### src/common/oscc_pkg.sv
// Purpose: constants for the oscillator control, lock and fail-over block
// Assumes: classic Wishbone slave with 32-bit data, one aligned word per register
// Notes: source select encodings are local to this block
package oscc_pkg;
  // register byte offsets
  localparam logic [3:0] CTRL_ADDR = 4'h0;  // oscillator control (locked)
  localparam logic [3:0] STAT_ADDR = 4'h4;  // status, read only
  localparam logic [3:0] SCRATCH_ADDR = 4'h8;  // plain scratch word
  // unlock keys
  localparam logic [7:0] KEY_FIRST = 8'he7;
  localparam logic [7:0] KEY_SECOND = 8'h18;
  // control field positions
  localparam int IPO_EN_BIT = 7;
  localparam int PRI_EN_BIT = 6;
  localparam int WDO_EN_BIT = 5;
  localparam int POF_EN_BIT = 3;
  localparam int WOF_EN_BIT = 2;
  localparam int SEL_LSB = 0;
  localparam logic [7:0] CTRL_RESET = 8'h80;  // precision osc on, selected
  // clock source select codes
  localparam logic [1:0] SRC_IPO = 2'h0;
  localparam logic [1:0] SRC_PRIMARY = 2'h1;
  localparam logic [1:0] SRC_EXTERNAL = 2'h2;
  localparam logic [1:0] SRC_WDOG = 2'h3;
  // status field positions
  localparam int ST_FAILOVER_BIT = 0;
  localparam int ST_UNLOCK_LSB = 1;
  localparam int ST_FAIL_BIT = 3;
  // failure detection: no primary edge for a 1 ms window (either edge counts, so trips below about 500 Hz)
  localparam int CLK_HZ = 20000000;
  localparam int TRIP_HZ = 1000;
  localparam int TRIP_CYCLES = CLK_HZ / TRIP_HZ;
  // unlock sequencer states
  typedef enum logic [1:0] {
    LOCK_IDLE = 2'b00,
    LOCK_KEY1 = 2'b01,
    LOCK_OPEN = 2'b10
  } oscc_lock_t;
endpackage : oscc_pkg

### src/rtl/oscc_top.sv
// Purpose: oscillator source control with keyed write lock and primary fail-over
// Assumes: one 20 MHz clock; oscillator states arrive as synchronous levels
// Notes: the failure event is a held level until software rewrites the control register
//
// The Wishbone register port and the register addresses were chosen for this implementation.
`timescale 1ns/1ps
// Summary of operation
// - control register unlocks only after key e7 then key 18 written.
// - write while unlocked updates control and relocks at once.
// - control writes without full unlock leave the settings unchanged.
// - reads and other register accesses do not disturb unlock progress.
// - detectors may be re-enabled any time after a successful select write.
// - precision oscillator is enabled after reset with no software action.
// - precision oscillator stays on until software clears its enable.
// - primary failure with detection enabled raises a clock failure event.
// - detected primary failure switches system clock to watchdog oscillator.
// - fail-over only when watchdog oscillator enabled; reset function irrelevant.
// - no fail-over when watchdog oscillator is already selected.
// - failure flagged when primary clock falls below about 500 Hz (either edge restarts the 1 ms window).
module oscc_top #(
  parameter int TRIP = oscc_pkg::TRIP_CYCLES
) (
  input wire logic ref_clk_i,
  input wire logic nrst_i,
  input wire logic wb_cyc_i,
  input wire logic wb_stb_i,
  input wire logic wb_we_i,
  input wire logic [3:0] wb_adr_i,
  input wire logic [3:0] wb_sel_i,
  input wire logic [31:0] wb_dat_i,
  output logic [31:0] wb_dat_o,
  output logic wb_ack_o,
  input wire logic primary_osc_i,
  input wire logic wdog_osc_ok_i,
  output logic [1:0] clock_source_select_o,
  output logic internal_precision_osc_en_o,
  output logic primary_osc_en_o,
  output logic wdog_osc_en_o,
  output logic clock_fail_event_o
);
  logic [7:0] osc_source_control_reg;
  logic [31:0] scratch;
  oscc_pkg::oscc_lock_t lock_state;
  logic failed;
  logic failover;
  logic [7:0] next_ctrl;
  logic [31:0] next_scratch;
  oscc_pkg::oscc_lock_t next_lock;
  logic next_failed;
  logic next_failover;
  logic [31:0] next_rdata;
  logic next_ack;
  logic detect_fail;
  logic bus_req;
  logic ctrl_wr;
  logic primary_fail_detect_enable;
  logic wdog_osc_fail_detect_enable;
  logic [1:0] clock_source_select;

  assign bus_req = wb_cyc_i && wb_stb_i && !wb_ack_o;
  // only the low byte lane carries the control value
  assign ctrl_wr = bus_req && wb_we_i && wb_sel_i[0] && (wb_adr_i == oscc_pkg::CTRL_ADDR);
  assign primary_fail_detect_enable = osc_source_control_reg[oscc_pkg::POF_EN_BIT];
  assign wdog_osc_fail_detect_enable = osc_source_control_reg[oscc_pkg::WOF_EN_BIT];
  assign clock_source_select = osc_source_control_reg[oscc_pkg::SEL_LSB +: 2];

  oscc_edge_watch #(
    .TRIP(TRIP)
  ) u_watch (
    .ref_clk_i(ref_clk_i),
    .nrst_i(nrst_i),
    .enable_i(primary_fail_detect_enable),
    .osc_i(primary_osc_i),
    .fail_o(detect_fail)
  );

  // assertion helper: quiet span at the pin, counted apart from the watch
  // it keeps counting past the trip point so a late or early trip both show up
  logic seen_osc;
  logic next_seen_osc;
  logic [24:0] quiet_span;
  logic [24:0] next_quiet_span;

  always_comb begin
    next_seen_osc = primary_osc_i;
    next_quiet_span = quiet_span;
    if (!primary_fail_detect_enable || (primary_osc_i != seen_osc)) begin
      next_quiet_span = '0;
    end else if (quiet_span != '1) begin
      next_quiet_span = quiet_span + 25'h1;  // saturates, never wraps
    end
  end

  always_ff @(posedge ref_clk_i or negedge nrst_i) begin
    if (!nrst_i) begin
      seen_osc <= 1'b0;
      quiet_span <= '0;
    end else begin
      seen_osc <= next_seen_osc;
      quiet_span <= next_quiet_span;
    end
  end

  // unlock sequencer and control register
  always_comb begin
    next_lock = lock_state;
    next_ctrl = osc_source_control_reg;
    if (ctrl_wr) begin
      case (lock_state)
        oscc_pkg::LOCK_IDLE: begin
          next_lock = (wb_dat_i[7:0] == oscc_pkg::KEY_FIRST) ? oscc_pkg::LOCK_KEY1 : oscc_pkg::LOCK_IDLE;
        end
        // wrong second value drops progress, a repeat first key stays armed
        oscc_pkg::LOCK_KEY1: begin
          if (wb_dat_i[7:0] == oscc_pkg::KEY_SECOND) begin
            next_lock = oscc_pkg::LOCK_OPEN;
          end else if (wb_dat_i[7:0] == oscc_pkg::KEY_FIRST) begin
            next_lock = oscc_pkg::LOCK_KEY1;
          end else begin
            next_lock = oscc_pkg::LOCK_IDLE;
          end
        end
        // effective write then relock; software alone sets enables
        oscc_pkg::LOCK_OPEN: begin
          next_ctrl = wb_dat_i[7:0];
          next_lock = oscc_pkg::LOCK_IDLE;
        end
        default: begin
          next_lock = oscc_pkg::LOCK_IDLE;
        end
      endcase
    end
    // other accesses leave lock_state as it is
  end

  always_comb begin
    next_failed = failed;
    next_failover = failover;
    if (ctrl_wr && lock_state == oscc_pkg::LOCK_OPEN) begin
      next_failed = 1'b0;  // a fresh source choice clears the recovery
      next_failover = 1'b0;
    end
    // the detector wins over a simultaneous clear so no failure is lost
    if (detect_fail && primary_fail_detect_enable) begin
      next_failed = 1'b1;
      if (osc_source_control_reg[oscc_pkg::WDO_EN_BIT] && clock_source_select != oscc_pkg::SRC_WDOG) begin
        next_failover = 1'b1;
      end
    end
  end

  // bus slave: one-cycle ack, unmapped reads return zero and writes drop
  always_comb begin
    next_ack = bus_req;
    next_scratch = scratch;
    next_rdata = '0;
    if (bus_req) begin
      case (wb_adr_i)
        oscc_pkg::CTRL_ADDR: begin
          next_rdata = {24'h0, osc_source_control_reg};
        end
        oscc_pkg::STAT_ADDR: begin
          next_rdata[oscc_pkg::ST_FAILOVER_BIT] = failover;
          next_rdata[oscc_pkg::ST_UNLOCK_LSB +: 2] = lock_state;
          next_rdata[oscc_pkg::ST_FAIL_BIT] = failed;
        end
        oscc_pkg::SCRATCH_ADDR: begin
          next_rdata = scratch;
          if (wb_we_i) begin
            for (int b = 0; b < 4; b++) begin
              if (wb_sel_i[b]) begin
                next_scratch[b*8 +: 8] = wb_dat_i[b*8 +: 8];
              end
            end
          end
        end
        default: begin
          next_rdata = '0;
        end
      endcase
    end
  end

  // reset state: precision osc on and selected, locked
  always_ff @(posedge ref_clk_i or negedge nrst_i) begin
    if (!nrst_i) begin
      osc_source_control_reg <= oscc_pkg::CTRL_RESET;
      lock_state <= oscc_pkg::LOCK_IDLE;
      scratch <= '0;
      failed <= 1'b0;
      failover <= 1'b0;
      wb_ack_o <= 1'b0;
      wb_dat_o <= '0;
    end else begin
      osc_source_control_reg <= next_ctrl;
      lock_state <= next_lock;
      scratch <= next_scratch;
      failed <= next_failed;
      failover <= next_failover;
      wb_ack_o <= next_ack;
      wb_dat_o <= next_rdata;
    end
  end

  // outputs registered; fail-over overrides the select and keeps watchdog osc on
  always_ff @(posedge ref_clk_i or negedge nrst_i) begin
    if (!nrst_i) begin
      clock_source_select_o <= oscc_pkg::SRC_IPO;
      internal_precision_osc_en_o <= 1'b1;
      primary_osc_en_o <= 1'b0;
      wdog_osc_en_o <= 1'b0;
      clock_fail_event_o <= 1'b0;
    end else begin
      clock_source_select_o <= next_failover ? oscc_pkg::SRC_WDOG : next_ctrl[oscc_pkg::SEL_LSB +: 2];
      internal_precision_osc_en_o <= next_ctrl[oscc_pkg::IPO_EN_BIT];
      primary_osc_en_o <= next_ctrl[oscc_pkg::PRI_EN_BIT];
      wdog_osc_en_o <= next_ctrl[oscc_pkg::WDO_EN_BIT] || next_failover;
      clock_fail_event_o <= next_failed;
    end
  end
endmodule : oscc_top

### src/rtl/oscc_edge_watch.sv
// Purpose: watches the primary oscillator for missing edges
// Assumes: primary clock already sampled as a synchronous level
// Notes: trip window is a parameter so that a simulation may shorten it
`timescale 1ns/1ps
module oscc_edge_watch #(
  parameter int TRIP = oscc_pkg::TRIP_CYCLES
) (
  input wire logic ref_clk_i,
  input wire logic nrst_i,
  input wire logic enable_i,
  input wire logic osc_i,
  output logic fail_o
);
  logic last;
  logic [24:0] count;
  logic next_last;
  logic [24:0] next_count;
  logic next_fail;

  // any edge restarts the window; a full window without one is a failure
  always_comb begin
    next_last = osc_i;
    next_count = count;
    next_fail = 1'b0;
    if (!enable_i || (osc_i != last)) begin
      next_count = '0;
    end else if (count >= 25'(TRIP - 1)) begin
      next_fail = 1'b1;
    end else begin
      next_count = count + 25'h1;
    end
  end

  always_ff @(posedge ref_clk_i or negedge nrst_i) begin
    if (!nrst_i) begin
      last <= 1'b0;
      count <= '0;
      fail_o <= 1'b0;
    end else begin
      last <= next_last;
      count <= next_count;
      fail_o <= next_fail;
    end
  end
endmodule : oscc_edge_watch

### config.mk
export PLATFORM = sky130hd
export DESIGN_NAME = oscc_top
export DESIGN_NICKNAME = d
export VERILOG_FILES = /design/src/common/oscc_pkg.sv /design/src/rtl/oscc_top.sv /design/src/rtl/oscc_edge_watch.sv
export SDC_FILE = /design/constraint.sdc
export NUM_CORES = 1
export LEC_CHECK = 0
export BUFFER_PORTS_ARGS = -buffer_cell sky130_fd_sc_hd__buf_2
export CELL_PAD_IN_SITES_DETAIL_PLACEMENT = 0
export CELL_PAD_IN_SITES_GLOBAL_PLACEMENT = 1
export CORE_ASPECT_RATIO = 0.8
export CORE_UTILIZATION = 41
export CTS_BUF_LIST = sky130_fd_sc_hd__clkbuf_4 sky130_fd_sc_hd__clkbuf_8
export CTS_CLUSTER_SIZE = 10
export DETAILED_ROUTE_END_ITERATION = 16
export GPL_TIMING_DRIVEN = 0
export PLACE_DENSITY_LB_ADDON = 0.1
export SETUP_SLACK_MARGIN = 0.05
export SYNTH_ARGS = -nofsm -noshare
export SYNTH_HDL_FRONTEND = slang
export SYNTH_HIERARCHICAL = 1
export SYNTH_SLANG_ARGS = --single-unit
### constraint.sdc
create_clock -name ref_clk_i -period 1.7 [get_ports ref_clk_i]
set_input_delay 0.17 -clock ref_clk_i [delete_from_list [all_inputs] [get_ports ref_clk_i]]
set_output_delay 0.17 -clock ref_clk_i [all_outputs]
set_load 0.03 [all_outputs]
==> flow_results.xml <==
<?xml version="1.0" encoding="UTF-8"?>
<metrics>
  <group name="clocking">
    <metric name="clock_tree.htree_level_count" unit="">3</metric>
    <metric name="clkSlewWorstSetupHoldPaths" unit="ps">100</metric>
    <metric name="clock_insertion_delay_worst_skew" unit="ps">360</metric>
    <metric name="clkSinkCount" unit="">107</metric>
    <metric name="cts_tree" unit="">built</metric>
    <metric name="tritoncts.num_buffers" unit="">9</metric>
    <metric name="clock-root-buffer" unit="">sky130_fd_sc_hd__clkbuf_8</metric>
    <metric name="maximum_buffer_depth_of_the_clock_tree" unit="">2</metric>
  </group>
  <group name="floorplan">
    <metric name="core.rowCount" unit="">33</metric>
    <metric name="io_pins" unit="">86</metric>
    <metric name="horizontal_die_dimension" unit="um">118.6</metric>
    <metric name="fp.coreArea" unit="um2">10410</metric>
    <metric name="floorplan.die_area" unit="um2">11310</metric>
    <metric name="die_height" unit="um">95.31</metric>
    <metric name="initial_core_util" unit="">0.4288</metric>
  </group>
  <group name="drt">
    <metric name="drc_errors" unit="">0</metric>
    <metric name="post_drt_via_cell_ratio" unit="">5.072</metric>
    <metric name="drt_first_pass_iters" unit="">4</metric>
    <metric name="routed-wl-met2" unit="um">4202</metric>
    <metric name="ant_nets" unit="">0</metric>
    <metric name="route.met3.wl" unit="um">436</metric>
    <metric name="wirelength" unit="um">9615</metric>
    <metric name="detail_route.wirelength.met1" unit="um">4840</metric>
    <metric name="drtIter0Drc" unit="">189</metric>
    <metric name="routed.top_layer" unit="">met4</metric>
    <metric name="wl_per_cell" unit="um">15.69</metric>
    <metric name="num_vias" unit="">3109</metric>
  </group>
  <group name="place">
    <metric name="detailedPlacementHpwl" unit="um">6401</metric>
    <metric name="gp_congestion" unit="">0.7577</metric>
    <metric name="io_buffer_count" unit="">83</metric>
    <metric name="place_inst" unit="">573</metric>
    <metric name="place_worst_setup_slack" unit="ps">-314.0</metric>
  </group>
  <group name="yosys">
    <metric name="synthesis.area" unit="um2">4462</metric>
    <metric name="synth.most_common_cell" unit="">sky130_fd_sc_hd__dfrtp_1</metric>
    <metric name="asyncSetResetFlopFracSynth" unit="">1.000</metric>
    <metric name="synth_cells" unit="">349</metric>
    <metric name="postSynthNetCount" unit="">397</metric>
    <metric name="synthesized_area_per_cell" unit="um2">12.78</metric>
    <metric name="yosysWarnings" unit="">6</metric>
    <metric name="netlist.top_cell.by_area" unit="">sky130_fd_sc_hd__dfrtp_1</metric>
    <metric name="synth_sequential_area_ratio" unit="">0.6004</metric>
    <metric name="synth_top_area_frac" unit="">0.5945</metric>
    <metric name="post_synth_main_area_contributors" unit="">sky130_fd_sc_hd__dfrtp_1 (59%), sky130_fd_sc_hd__mux2_2 (10%), sky130_fd_sc_hd__mux2i_1 (4.0%)</metric>
    <metric name="ys_ff_latch" unit="">107</metric>
    <metric name="post_synth_num_cell_types" unit="">45</metric>
    <metric name="synth.top_cells.by_count" unit="">sky130_fd_sc_hd__dfrtp_1 (106), sky130_fd_sc_hd__mux2_2 (40), sky130_fd_sc_hd__nand2_1 (27), sky130_fd_sc_hd__and3_1 (26), sky130_fd_sc_hd__mux2i_1 (18)</metric>
    <metric name="synth-main-ff-cell" unit="">sky130_fd_sc_hd__dfrtp_1</metric>
    <metric name="synth_edf_count" unit="">0</metric>
  </group>
  <group name="pwr">
    <metric name="power.total" unit="mW">4.536</metric>
    <metric name="max-vdd-ir-drop" unit="uV">409.4</metric>
    <metric name="leakage" unit="nW">2.855</metric>
    <metric name="power_density" unit="nW/um2">790.8</metric>
  </group>
  <group name="job">
    <metric name="max_capacitance_violation_count" unit="">0</metric>
  </group>
  <group name="worst_setup_path">
    <metric name="cp-end-kind" unit="">flip-flop</metric>
    <metric name="required_time_at_the_worst_slack_endpoint" unit="ps">1990</metric>
    <metric name="critPathMaxStageDelay" unit="ps">560</metric>
    <metric name="critical_path_arrival" unit="ps">2060</metric>
    <metric name="criticalPathCategory" unit="">reg2reg</metric>
    <metric name="cp_cell_sequence" unit="">nor4_4 &gt; buf_4 &gt; nand3_4 &gt; or4_4 &gt; a21boi_2</metric>
    <metric name="critical-path-top-delay-family" unit="">simple AND/OR/NAND/NOR gates</metric>
    <metric name="worstPathMaxFanout" unit="">8</metric>
    <metric name="cp_num_buf_inv" unit="">1</metric>
    <metric name="timing.critical_path.from_type" unit="">flip-flop</metric>
    <metric name="crit_path_top_delay_cell" unit="">sky130_fd_sc_hd__or4_4</metric>
  </group>
  <group name="timing">
    <metric name="rsz_0062_raised_after_global_routing" unit="">true</metric>
    <metric name="finalClockSkew" unit="ps">9.045</metric>
    <metric name="slew_violations" unit="">0</metric>
    <metric name="fmax" unit="MHz">566.8</metric>
    <metric name="setup_ws" unit="ps">-64.19</metric>
    <metric name="tightest_slew" unit="ps">762.6</metric>
    <metric name="final.period_utilization" unit="">1.038</metric>
    <metric name="timing.max_slew.rel_slack" unit="">0.4916</metric>
    <metric name="post-route-min-period" unit="ps">1764</metric>
    <metric name="report.final.hold_viol_count" unit="">0</metric>
    <metric name="setup_violations" unit="">3</metric>
  </group>
  <group name="status">
    <metric name="violated_checks" unit="">setup timing</metric>
    <metric name="run_status" unit="">finished with violations</metric>
  </group>
  <group name="grt">
    <metric name="grt_antenna_before_repair" unit="">0</metric>
    <metric name="maximum_number_of_pins_on_one_net_before_global_route_repair" unit="">59</metric>
    <metric name="global_route.usage.total" unit="">0.1830</metric>
    <metric name="leftover_overflow_at_the_end_of_global_routing" unit="">0</metric>
    <metric name="grt_first_pass_wirelength" unit="um">16010</metric>
    <metric name="number_of_global_route_vias_before_repair" unit="">3043</metric>
  </group>
  <group name="layout">
    <metric name="ff_latch_area" unit="um2">2681</metric>
    <metric name="syn2layout_area_growth" unit="%">28.58</metric>
    <metric name="finalNetCount" unit="">517</metric>
    <metric name="antenna-diode-count" unit="">0</metric>
    <metric name="multi_input_comb_area" unit="um2">1903</metric>
    <metric name="fillCellCount" unit="">905</metric>
    <metric name="finalNonFillerCells" unit="">613</metric>
    <metric name="layout_top_registers" unit="">scratch x32, wb_dat_o x32, u_watch/count x25</metric>
    <metric name="layout-drive-gt1-share" unit="">0.4334</metric>
  </group>
  <group name="hold_path">
    <metric name="hold_path.class" unit="">in2reg</metric>
  </group>
</metrics>
[per-stage QoR]
stage	TNS [ps]	hold WS (ps)	utilization	instance area [um2]
global placement	-89730	304.9	0.4898	5096
global route	-952.2	10.85	0.5513	5737
CTS	-91.91	18.21	0.5408	5627
finish	-125.1	31.23	0.5513	5737
detailed placement	-12070	298.5	0.4927	5126
floorplan	-426.8	-125.6	-	4506
[what timing repair did]
| item | in CTS | in global routing |
|---|---|---|
| hold buffers | 2 | 0 |
| gates resized for setup | 32 | 22 |
| hold endpoints to repair | 58 | 0 |
| endpoints found under the setup margin | 64 | 71 |
| cloned | 0 | 1 |
| setup buffers | 19 | 4 |
| pin swaps | 10 | 7 |
[final timing paths]
| path | from | to | slack (ps) | cells past startpoint |
|---|---|---|---|---|
| min in group asynchronous | nrst_i | scratch[11]$_DFFE_PN0P_ | 410 | 2 |
| max in group asynchronous | nrst_i | osc_source_control_reg[7]$_DFFE_PN1P_ | 530 | 3 |
| worst min-delay path | wb_dat_i[17] | scratch[17]$_DFFE_PN0P_ | 30 | 2 |
| worst max-delay path | u_watch/count[24]$_DFFE_PN0P_ | u_watch/count[5]$_DFFE_PN0P_ | -60 | 5 |
| worst min register to register | u_watch/fail_o$_DFF_PN0_ | clock_fail_event_o$_DFFE_PN0P_ | 480 | 2 |
| worst max register to register | u_watch/count[24]$_DFFE_PN0P_ | u_watch/count[5]$_DFFE_PN0P_ | -60 | 5 |
[area by class of cell]
cell class / instances / area share
Timing Repair Buffer: 110 / 0.1184
Clock inverter: 1 / 0.001527
Clock buffer: 14 / 0.03032
Multi-Input combinational cell: 222 / 0.3317
Inverter: 6 / 0.005234
Buffer: 13 / 0.01483
Tap cell: 140 / 0.03053
Sequential cell: 107 / 0.4674
[per-layer routing]
layer | global-route usage | up-vias
li1 | - | 1479
met1 | 0.2628 | 1544
met2 | 0.2758 | 75
met3 | 0.04366 | 11
met4 | 0.05485 | 0
met5 | 0 | -
[cells by family after synthesis]
| group | Yosys count | synth area share |
|---|---|---|
| xor+xnor | 1 | 0.001963 |
| buf+inv | 20 | 0.02103 |
| flops | 107 | 0.6004 |
| fa+ha+maj | 1 | 0.002804 |
| compound gates | 30 | 0.04347 |
| mux | 59 | 0.1439 |
| simple gates | 131 | 0.1865 |
[placed cells by master, fill, tap and decap left out, types with 3 or more instances in the layout]
master                     netlist  routed
sky130_fd_sc_hd__a21oi_1        10       9
sky130_fd_sc_hd__nor4_4          3       3
sky130_fd_sc_hd__nor4_2          0       4
sky130_fd_sc_hd__buf_1           2       3
sky130_fd_sc_hd__clkbuf_8        0      11
sky130_fd_sc_hd__clkbuf_1        7       3
sky130_fd_sc_hd__mux2_4          0      25
sky130_fd_sc_hd__nor3_4          3       5
sky130_fd_sc_hd__nand4_1         4       4
sky130_fd_sc_hd__and3_1         26      26
sky130_fd_sc_hd__nand2_1        27      27
sky130_fd_sc_hd__nor3_1          5       3
sky130_fd_sc_hd__and2_1         11      10
sky130_fd_sc_hd__nand3_1         5       5
sky130_fd_sc_hd__clkbuf_4        0       5
sky130_fd_sc_hd__buf_4           0      19
sky130_fd_sc_hd__nand2b_1        9       9
sky130_fd_sc_hd__or4_1           5       3
sky130_fd_sc_hd__nor2_1          8       7
sky130_fd_sc_hd__buf_2           3      83
sky130_fd_sc_hd__buf_6           2       5
sky130_fd_sc_hd__dfrtp_1       106     104
sky130_fd_sc_hd__mux2i_1        18      18
sky130_fd_sc_hd__nor4_1          7       3
sky130_fd_sc_hd__a21boi_1        4       3
sky130_fd_sc_hd__inv_1           6       5
sky130_fd_sc_hd__or2_2           4       4
sky130_fd_sc_hd__mux2_2         40      16
sky130_fd_sc_hd__o31ai_1         4       4
sky130_fd_sc_hd__a22oi_1         4       4
[power by group]
part / total [mW] / switching (mW) / internal [mW] / leakage (nW)
clock network: 1.44 / 0.782 / 0.659 / 0.0970
logic: 0.408 / 0.221 / 0.187 / 1.31
registers: 2.69 / 0.0521 / 2.63 / 1.45
total: 4.54 / 1.06 / 3.48 / 2.85
(Power assumes the default switching activity.)
